### src/include/gain_pkg.sv
package gain_pkg;
	localparam int unsigned CLK_HZ         = 250_000_000;
	localparam int unsigned CLK_PERIOD_NS  = 4;
	localparam int unsigned TICK_DIV       = 8;
	localparam int unsigned PULSES_PER_REV = 2;
	// speed in rpm = RPM_NUM / captured period in ticks
	localparam logic [31:0] RPM_NUM = 32'(64'd60 * CLK_HZ / (TICK_DIV * PULSES_PER_REV));
	localparam logic [2:0]  TICK_LAST = 3'(TICK_DIV - 1);

	localparam int unsigned N_BP     = 28;
	localparam logic [4:0]  TOP_IDX  = 5'h1B;
	localparam logic [15:0] RPM_MIN  = 16'h07D0;
	localparam logic [15:0] RPM_MAX  = 16'h222E;
	localparam logic [15:0] RPM_STEP = 16'h00FA;
	// 65536/250 rounded, stands in for a divide by the breakpoint step
	localparam logic [16:0] STEP_RECIP = 17'h00106;

	localparam logic [7:0]  FACT_MIN = 8'h4B;
	localparam logic [7:0]  FACT_MAX = 8'h7D;
	localparam logic [7:0]  FACT_RST = 8'h64;
	localparam logic [23:0] PCT_DEN  = 24'h000064;
	localparam logic [9:0]  OUT_MAX  = 10'h3FF;
	localparam logic [9:0]  THR_LO_RST = 10'h0CD;
	localparam logic [9:0]  THR_HI_RST = 10'h333;

	localparam logic [11:0] ADDR_CTRL = 12'h000;
	localparam logic [11:0] ADDR_RPM  = 12'h004;
	localparam logic [11:0] ADDR_OUT  = 12'h008;
	localparam logic [11:0] ADDR_TBL  = 12'h100;
	localparam logic [2:0]  HSIZE_WORD = 3'h2;

	typedef enum logic [6:0] {
		ST_IDLE = 7'h01,
		ST_RPM  = 7'h02,
		ST_SEG  = 7'h04,
		ST_FAC  = 7'h08,
		ST_THR  = 7'h10,
		ST_WGT  = 7'h20,
		ST_OUT  = 7'h40
	} gain_state_t;
endpackage : gain_pkg

### src/design/airflow_recalibration_gain.sv
// Functional notes
// RULE1: every stored factor stays within 75 to 125 percent; other writes are dropped.
// RULE2: a table of 28 speed breakpoints, 2000 to 8750 rpm at 250 rpm steps, each with two factors.
// RULE3: software sets a low and a high throttle threshold that classify the throttle.
// RULE4: in range and throttle below the low threshold, the low-throttle factor is used.
// RULE5: between the thresholds, the two factors are interpolated linearly on throttle.
// RULE6: in range, factors are interpolated linearly between the two bracketing breakpoints.
// RULE7: below 2000 rpm the airflow sample is passed through unchanged.
// RULE8: above 8750 rpm the factors of the 8750 rpm breakpoint are used.
// RULE9: the airflow sample arrives as a 10-bit converted code.
// RULE10: speed comes from a period counter ticking every 8 clocks, captured and cleared per ignition edge.
// RULE11: throttle above the high threshold uses the high-throttle factor.
// RULE12: the sample is multiplied by the final factor and saturated to the output code range.
module airflow_recalibration_gain (
	input  wire logic        hclk,
	input  wire logic        hresetn,
	input  wire logic        hsel,
	input  wire logic [31:0] haddr,
	input  wire logic [1:0]  htrans,
	input  wire logic        hwrite,
	input  wire logic [2:0]  hsize,
	input  wire logic [31:0] hwdata,
	input  wire logic        hready,
	output logic      [31:0] hrdata,
	output logic             hreadyout,
	output logic             hresp,
	input  wire logic        ign_pulse,
	input  wire logic        sample_valid,
	input  wire logic [9:0]  airflow_sample,
	input  wire logic [9:0]  throttle_sample,
	output logic             sample_ready,
	output logic             gain_valid,
	output logic      [9:0]  gain_code
);
	import gain_pkg::*;

	function automatic logic fact_ok(input logic [7:0] f);
		return (f >= FACT_MIN) && (f <= FACT_MAX);
	endfunction : fact_ok

	// a + (b - a) * wt / 2^sh, signed so a falling curve works too
	function automatic logic [7:0] lerp(input logic [7:0] a, input logic [7:0] b,
			input logic [16:0] wt, input int sh);
		logic signed [31:0] d;
		d = (signed'({24'h0, b}) - signed'({24'h0, a})) * signed'({15'h0, wt});
		return 8'(signed'({24'h0, a}) + (d >>> sh));
	endfunction : lerp

	// ignition period measurement
	logic        ign_d_r;
	logic [2:0]  presc_r, presc_nxt;
	logic [23:0] tick_r, tick_nxt;
	logic [23:0] period_r, period_nxt;
	logic        ign_rise;

	assign ign_rise = ign_pulse & ~ign_d_r;

	always_comb begin
		presc_nxt  = presc_r + 3'h1;
		tick_nxt   = tick_r;
		period_nxt = period_r;
		// saturate rather than wrap so a stalled engine reads as very slow
		if (presc_r == TICK_LAST && tick_r != 24'hFFFFFF) begin
			tick_nxt = tick_r + 24'h000001; // see RULE10
		end
		if (ign_rise) begin
			period_nxt = tick_r; // see RULE10
			tick_nxt   = 24'h000000;
			presc_nxt  = 3'h0;
		end
	end

	always_ff @(posedge hclk or negedge hresetn) begin
		if (!hresetn) begin
			ign_d_r  <= 1'b0;
			presc_r  <= 3'h0;
			tick_r   <= 24'h000000;
			period_r <= 24'h000000;
		end else begin
			ign_d_r  <= ign_pulse;
			presc_r  <= presc_nxt;
			tick_r   <= tick_nxt;
			period_r <= period_nxt;
		end
	end

	// bus slave, zero wait states
	logic        ap_wr_r, ap_wr_nxt;
	logic [11:0] ap_addr_r, ap_addr_nxt;
	logic [31:0] hrdata_r, hrdata_nxt;
	logic [9:0]  thr_lo_r, thr_lo_nxt, thr_hi_r, thr_hi_nxt;
	logic [7:0]  tlo_r [N_BP];
	logic [7:0]  thi_r [N_BP];
	logic [7:0]  tlo_nxt [N_BP];
	logic [7:0]  thi_nxt [N_BP];
	logic [15:0] rpm_r;
	logic [9:0]  gain_code_r;
	logic        ap_take, tbl_wr;

	assign ap_take = hsel & htrans[1] & hready;
	assign tbl_wr  = ap_wr_r && ap_addr_r[11:7] == ADDR_TBL[11:7]
		&& fact_ok(hwdata[7:0]) && fact_ok(hwdata[15:8]); // see RULE1

	always_comb begin
		ap_wr_nxt   = ap_take & hwrite & (hsize == HSIZE_WORD);
		ap_addr_nxt = ap_take ? haddr[11:0] : ap_addr_r;
		hrdata_nxt  = hrdata_r;
		thr_lo_nxt  = thr_lo_r;
		thr_hi_nxt  = thr_hi_r;
		if (ap_wr_r && ap_addr_r == ADDR_CTRL) begin
			thr_lo_nxt = hwdata[9:0]; // see RULE3
			thr_hi_nxt = hwdata[25:16];
		end
		if (ap_take && !hwrite) begin
			hrdata_nxt = 32'h00000000;
			if (haddr[11:0] == ADDR_CTRL) begin
				hrdata_nxt = {6'h00, thr_hi_r, 6'h00, thr_lo_r};
			end else if (haddr[11:0] == ADDR_RPM) begin
				hrdata_nxt = {16'h0000, rpm_r};
			end else if (haddr[11:0] == ADDR_OUT) begin
				hrdata_nxt = {22'h000000, gain_code_r};
			end else if (haddr[11:7] == ADDR_TBL[11:7] && haddr[6:2] <= TOP_IDX) begin
				hrdata_nxt = {16'h0000, thi_r[haddr[6:2]], tlo_r[haddr[6:2]]};
			end
		end
	end

	for (genvar i = 0; i < N_BP; i++) begin : g_bp
		// one word per breakpoint: low factor in [7:0], high factor in [15:8]
		assign tlo_nxt[i] = (tbl_wr && ap_addr_r[6:2] == 5'(i)) ? hwdata[7:0] : tlo_r[i];
		assign thi_nxt[i] = (tbl_wr && ap_addr_r[6:2] == 5'(i)) ? hwdata[15:8] : thi_r[i];
		always_ff @(posedge hclk or negedge hresetn) begin
			if (!hresetn) begin
				tlo_r[i] <= FACT_RST;
				thi_r[i] <= FACT_RST;
			end else begin
				tlo_r[i] <= tlo_nxt[i]; // see RULE2
				thi_r[i] <= thi_nxt[i];
			end
		end
	end

	always_ff @(posedge hclk or negedge hresetn) begin
		if (!hresetn) begin
			ap_wr_r   <= 1'b0;
			ap_addr_r <= 12'h000;
			hrdata_r  <= 32'h00000000;
			thr_lo_r  <= THR_LO_RST;
			thr_hi_r  <= THR_HI_RST;
		end else begin
			ap_wr_r   <= ap_wr_nxt;
			ap_addr_r <= ap_addr_nxt;
			hrdata_r  <= hrdata_nxt;
			thr_lo_r  <= thr_lo_nxt;
			thr_hi_r  <= thr_hi_nxt;
		end
	end

	// both answers are constant, kept in flops so every output is registered
	logic hready_out_r;
	logic hresp_r;
	always_ff @(posedge hclk or negedge hresetn) begin
		if (!hresetn) begin
			hready_out_r <= 1'b1;
			hresp_r      <= 1'b0;
		end else begin
			hready_out_r <= 1'b1;
			hresp_r      <= 1'b0;
		end
	end

	assign hrdata    = hrdata_r;
	assign hreadyout = hready_out_r;
	assign hresp     = hresp_r;

	// gain pipeline; one shared serial divider keeps the area small at the
	// cost of about 100 cycles per sample, far below the sensor rate
	gain_state_t state_r, state_nxt;
	logic [9:0]  air_r, air_nxt, thr_r, thr_nxt;
	logic [15:0] rpm_nxt, srem_r, srem_nxt;
	logic [4:0]  idx_r, idx_nxt, idx_up;
	logic [7:0]  flo_r, flo_nxt, fhi_r, fhi_nxt, factor_r, factor_nxt;
	logic [31:0] dq_r, dq_nxt, dq_s;
	logic [23:0] drem_r, drem_nxt, dden_r, dden_nxt, drem_s;
	logic [4:0]  dcnt_r, dcnt_nxt;
	logic [24:0] dt, dsub;
	logic        dge, ddone;
	logic [15:0] rpm_q;
	logic [9:0]  out_q, gain_code_nxt;
	logic        gain_valid_r, gain_valid_nxt, ready_r, ready_nxt;
	logic [7:0]  fac_w;

	assign dt     = {drem_r, dq_r[31]};
	assign dsub   = dt - {1'b0, dden_r};
	assign dge    = dt >= {1'b0, dden_r};
	assign drem_s = dge ? dsub[23:0] : dt[23:0];
	assign dq_s   = {dq_r[30:0], dge};
	assign ddone  = dcnt_r == 5'h1F;
	assign rpm_q  = (dq_s[31:16] != 16'h0000) ? 16'hFFFF : dq_s[15:0];
	assign out_q  = (dq_s > {22'h000000, OUT_MAX}) ? OUT_MAX : dq_s[9:0]; // see RULE12
	assign idx_up = (idx_r == TOP_IDX) ? idx_r : idx_r + 5'h01;
	assign fac_w  = lerp(flo_r, fhi_r, {8'h00, dq_s[8:0]}, 8); // see RULE5

	always_comb begin
		state_nxt      = state_r;
		air_nxt        = air_r;
		thr_nxt        = thr_r;
		rpm_nxt        = rpm_r;
		srem_nxt       = srem_r;
		idx_nxt        = idx_r;
		flo_nxt        = flo_r;
		fhi_nxt        = fhi_r;
		factor_nxt     = factor_r;
		dq_nxt         = dq_s;
		drem_nxt       = drem_s;
		dden_nxt       = dden_r;
		dcnt_nxt       = dcnt_r + 5'h01;
		gain_valid_nxt = 1'b0;
		gain_code_nxt  = gain_code_r;
		case (state_r)
			ST_IDLE: begin
				if (sample_valid && ready_r) begin
					air_nxt = airflow_sample; // see RULE9
					thr_nxt = throttle_sample;
					if (period_r == 24'h000000) begin
						// no ignition seen yet: treat as a stopped engine
						rpm_nxt        = 16'h0000;
						gain_valid_nxt = 1'b1;
						gain_code_nxt  = airflow_sample;
					end else begin
						dq_nxt    = RPM_NUM;
						drem_nxt  = 24'h000000;
						dden_nxt  = period_r;
						dcnt_nxt  = 5'h00;
						state_nxt = ST_RPM;
					end
				end
			end
			ST_RPM: begin
				if (ddone) begin
					rpm_nxt = rpm_q;
					if (rpm_q < RPM_MIN) begin
						gain_valid_nxt = 1'b1; // see RULE7
						gain_code_nxt  = air_r;
						state_nxt      = ST_IDLE;
					end else if (rpm_q >= RPM_MAX) begin
						idx_nxt   = TOP_IDX; // see RULE8
						srem_nxt  = 16'h0000;
						state_nxt = ST_FAC;
					end else begin
						idx_nxt   = 5'h00;
						srem_nxt  = rpm_q - RPM_MIN;
						state_nxt = ST_SEG;
					end
				end
			end
			ST_SEG: begin
				if (srem_r >= RPM_STEP) begin
					srem_nxt = srem_r - RPM_STEP; // see RULE6
					idx_nxt  = idx_r + 5'h01;
				end else begin
					state_nxt = ST_FAC;
				end
			end
			ST_FAC: begin
				flo_nxt   = lerp(tlo_r[idx_r], tlo_r[idx_up], 17'(srem_r * STEP_RECIP), 16); // see RULE6
				fhi_nxt   = lerp(thi_r[idx_r], thi_r[idx_up], 17'(srem_r * STEP_RECIP), 16);
				state_nxt = ST_THR;
			end
			ST_THR: begin
				dq_nxt   = {22'h000000, air_r} * {24'h000000, flo_r};
				drem_nxt = 24'h000000;
				dden_nxt = PCT_DEN;
				dcnt_nxt = 5'h00;
				if (thr_r <= thr_lo_r) begin
					factor_nxt = flo_r; // see RULE4
					state_nxt  = ST_OUT;
				end else if (thr_r >= thr_hi_r) begin
					factor_nxt = fhi_r; // see RULE11
					dq_nxt     = {22'h000000, air_r} * {24'h000000, fhi_r};
					state_nxt  = ST_OUT;
				end else begin
					dq_nxt    = {14'h0000, thr_r - thr_lo_r, 8'h00}; // see RULE5
					dden_nxt  = {14'h0000, thr_hi_r - thr_lo_r};
					state_nxt = ST_WGT;
				end
			end
			ST_WGT: begin
				if (ddone) begin
					factor_nxt = fac_w;
					dq_nxt     = {22'h000000, air_r} * {24'h000000, fac_w};
					drem_nxt   = 24'h000000;
					dden_nxt   = PCT_DEN;
					dcnt_nxt   = 5'h00;
					state_nxt  = ST_OUT;
				end
			end
			ST_OUT: begin
				if (ddone) begin
					gain_valid_nxt = 1'b1;
					gain_code_nxt  = out_q; // see RULE12
					state_nxt      = ST_IDLE;
				end
			end
			default: begin
				state_nxt = ST_IDLE;
			end
		endcase
		ready_nxt = (state_nxt == ST_IDLE) && !(state_r == ST_IDLE && sample_valid && ready_r);
	end

	always_ff @(posedge hclk or negedge hresetn) begin
		if (!hresetn) begin
			state_r      <= ST_IDLE;
			air_r        <= 10'h000;
			thr_r        <= 10'h000;
			rpm_r        <= 16'h0000;
			srem_r       <= 16'h0000;
			idx_r        <= 5'h00;
			flo_r        <= FACT_RST;
			fhi_r        <= FACT_RST;
			factor_r     <= FACT_RST;
			dq_r         <= 32'h00000000;
			drem_r       <= 24'h000000;
			dden_r       <= 24'h000001;
			dcnt_r       <= 5'h00;
			gain_valid_r <= 1'b0;
			gain_code_r  <= 10'h000;
			ready_r      <= 1'b0;
		end else begin
			state_r      <= state_nxt;
			air_r        <= air_nxt;
			thr_r        <= thr_nxt;
			rpm_r        <= rpm_nxt;
			srem_r       <= srem_nxt;
			idx_r        <= idx_nxt;
			flo_r        <= flo_nxt;
			fhi_r        <= fhi_nxt;
			factor_r     <= factor_nxt;
			dq_r         <= dq_nxt;
			drem_r       <= drem_nxt;
			dden_r       <= dden_nxt;
			dcnt_r       <= dcnt_nxt;
			gain_valid_r <= gain_valid_nxt;
			gain_code_r  <= gain_code_nxt;
			ready_r      <= ready_nxt;
		end
	end

	assign sample_ready = ready_r;
	assign gain_valid   = gain_valid_r;
	assign gain_code    = gain_code_r;

	logic [17:0] exp_prod;
	// full-width product: a 10-bit self-sized product would wrap
	assign exp_prod = ({8'h00, air_r} * {10'h000, factor_r}) / 18'h00064;
endmodule : airflow_recalibration_gain

### config.mk
export PLATFORM = sky130hd
export DESIGN_NAME = airflow_recalibration_gain
export DESIGN_NICKNAME = d
export VERILOG_FILES = /design/src/include/gain_pkg.sv /design/src/design/airflow_recalibration_gain.sv
export SDC_FILE = /design/constraint.sdc
export NUM_CORES = 2
export LEC_CHECK = 0
export ABC_CLOCK_PERIOD_IN_PS = 16800
export BUFFER_PORTS_ARGS = -buffer_cell sky130_fd_sc_hd__buf_2
export CORE_MARGIN = 5
export CORE_UTILIZATION = 66
export CTS_BUF_LIST = sky130_fd_sc_hd__clkbuf_4 sky130_fd_sc_hd__clkbuf_8
export DETAILED_ROUTE_END_ITERATION = 8
export PLACE_DENSITY_LB_ADDON = 0.08
export SLEW_MARGIN = 25
export SYNTH_ARGS = -nofsm -noshare
export SYNTH_HDL_FRONTEND = slang
export SYNTH_SLANG_ARGS = --single-unit
export TNS_END_PERCENT = 30
### constraint.sdc
create_clock -name hclk -period 16.8 [get_ports hclk]
set_input_delay 0.84 -clock hclk [delete_from_list [all_inputs] [get_ports hclk]]
set_output_delay 0.84 -clock hclk [all_outputs]
set_load 0.01 [all_outputs]
==> impl_metrics.yaml <==
place:
  placed_area_mm2: 0.0650
  routabilityCongestion: 0.899
  portBuffers: 106
  hpwl_um: 120000
floorplanning:
  die_w_um: 319
  initial_utilization_pct: 66.4
  coreArea_mm2: 0.0949
  die_h_um: 319
  io_pins: 142
  rows: 113
  fp.dieArea_mm2: 0.102
grt:
  grt_overflow_total: 0
  gr-usage-all-layers_pct: 34.9
  antenna_found_initial: 6
  grt_pass1_vias: 47843
  grt_max_degree: 151
  grt_pass1_wl_um: 278000
worst_setup_path:
  cp_max_fo: 39
  crit_family: "adder cells"
  crit_path_end_kind: "flip-flop"
  crit_path_start_kind: "flip-flop"
  worstPathArrival_ns: 14.21
  worstPathRequired_ns: 17.44
  cp_slowest_stage_delay_ns: 0.55
  worst-path-buf-inv: 10
  cp_common_cell: "fa_1"
  r2r_slack_ns: 3.23
  slowest_stage: "buf_4"
  path_class: "flip-flop to flip-flop"
cts:
  cts_root_buf: "clkbuf_8"
  cts_made_buffers: 119
  postCtsSetupBuffers: 0
  ctsHoldBuffers: 0
  cts_sinks: 736
  clk-insertion-delay-late_ns: 0.79
  cts_max_path_buffers: 3
  htree_levels: 3
  path_clk_slew_ns: 0.07
  cts_tree: "built"
  cts_resized: 0
drt:
  wl_met1_um: 67600
  wl_um: 176000
  drt_iter0_drc: 4675
  post-route-drc-count: 0
  viasPerCell: 6.48
  wl_per_cell_um: 24.5
  firstDrtPassIters: 7
  ant_nets: 0
  wl_met2_um: 80900
  route.vias.total: 46389
  dr.max_layer_used: "met5"
  met3_length_um: 16800
yosys:
  yosysUniqueCellTypes: 83
  ys_seq_elements: 736
  synth_edf_count: 0
  synthFlopType: "dfrtp_1"
  async_flop_share_pct: 100
  synth_cells: 5773
  seq_area_frac_synth_pct: 29.6
  yosysWarnings: 0
  avgSynthCellArea_um2: 10.9
  netlist_area_mm2: 0.0630
final_layout:
  fill_cells: 6876
  drive_gt1_share_pct: 26.1
  multi_input_area_mm2: 0.0409
  area_growth_pct: 7.54
  regArea_mm2: 0.0187
  final_cell_mix: "inv_1 (631), dfrtp_1 (545), nand2_1 (472), mux2_2 (446), ha_1 (409)"
  fin_area_mm2: 0.0678
  layout_commonest_cell: "inv_1"
  layout.nets: 6700
outcome:
  status: "finished clean"
sta:
  rsz0062_at_grt: "no"
  finalCriticalPeriod_ns: 13.57
  finalClockSkew_ns: 0.0473
  fin_crit_sh_pct: 80.8
  setup_tns_ns: 0
  hold_violations: 0
  fmax_ghz: 0.0737
  drv_slew: 0
  worst_pin_slew_ns: 1.07
  max-slew-margin-rel_pct: 28.5
  setup_viol: 0
hold_path:
  hold_path_class: "input pin to asynchronous set/reset pin"
pwr:
  p_leak_nw: 32.0
  ir_drop_v: 0.000112
  power_density_mw_per_mm2: 82.0
run:
  maxCapViolations: 0
cell families after synthesis:
logic type / synth area share [%]
other cells: 0.0119
compound gates: 7.01
fa+ha+maj: 21.0
mux: 22.4
xor+xnor: 2.87
flops: 29.6
buf+inv: 5.99
simple gates: 11.1
per-layer routing:
metal / vias up / track usage (%)
met5: - / 0
met4: 2 / 16.6
met3: 526 / 7.94
met2: 2342 / 54.9
met1: 23548 / 46.7
li1: 19971 / -
final timing paths:
| kind | from | end | depth (start not counted) |
|---|---|---|---|
| min | hresetn | thi_r[129]$_DFFE_PN0P_ | 1 |
| max | dden_r[1]$_DFFE_PN0P_ | dq_r[17]$_DFF_PN0_ | 53 |
| min in group hclk | ign_pulse | ign_d_r$_DFF_PN0_ | 1 |
| max reg2reg | dden_r[1]$_DFFE_PN0P_ | dq_r[17]$_DFF_PN0_ | 53 |
| min reg2reg | presc_r[0]$_DFF_PN0_ | presc_r[0]$_DFF_PN0_ | 1 |
| max in group asynchronous | hresetn | idx_r[0]$_DFFE_PN0P_ | 4 |
report_power, final:
part / switching [mW] / internal (mW) / total [mW]
Clock: 0.766 / 0.999 / 1.77
Sequential: 0.185 / 1.96 / 2.14
Combinational: 1.02 / 0.626 / 1.65
synthesized netlist by cell type, types with 12 or more instances:
master    instances  area, um2
a22oi_1          35        263
nor3_1           42        210
fa_1            406       8130
mux2_2          446       5020
or2_2            41        257
mux4_2          360       8110
mux2i_1          96        961
a221oi_1         13        114
dfrtp_1         549      13700
a21oi_1         187        936
ha_1            409       5120
dfstp_2         187       4910
nand2_1         472       1770
xnor2_1         120       1050
nor2_1          308       1160
nor2b_1          71        444
o21ai_0         179        896
nand4_1          15       93.8
o211ai_1         13       97.6
nor4_1           23        144
buf_1            25       93.8
inv_1           631       2370
and2_1          208       1300
xor2_1           81        709
and3_1           25        156
clkbuf_1        248        931
nand2b_1        115        719
a211oi_1         25        188
a31oi_1          18        113
o221ai_1         14        123
buf_2            56        280
o21a_1           22        165
o22ai_1          37        231
o21bai_1         19        143
a21o_1           48        360
nand3_1          73        365
or3_1            12       75.1
a22o_1           12        105
through the flow:
step                hold WS, ns  total power [mW]  utilization [%]  setup slack [ns]  instances
floorplan                 0.410              3.23                -              4.99       5779
global placement          0.421              3.75             68.5              3.60       6933
detailed placement        0.434              3.78             68.5              3.37       6933
CTS                       0.134              5.55             71.4              3.25       7158
global route              0.170              5.85             71.5              2.31       7159
finish                    0.140              5.56             71.5              3.23       7160
flip-flops by register name (all words and copies together) (netlist names), 16 cells and up:
signal and count:
tlo_r 224, rpm_r 16, tick_r 24, period_r 24, thi_r 224, dq_r 32, dden_r 24, srem_r 16
hrdata 26, drem_r 24
layout make-up:
cell class | count | share of cell area [%]
clock buffer | 201 | 3.62
inverter | 632 | 3.50
antenna | 2 | 0.00738
sequential | 736 | 27.5
tap | 1265 | 2.33
timing repair buffer | 230 | 2.28
clock inverter | 24 | 0.426
multi-input combinational | 4070 | 60.3
Note: power is estimated with default switching activity, not from simulation.
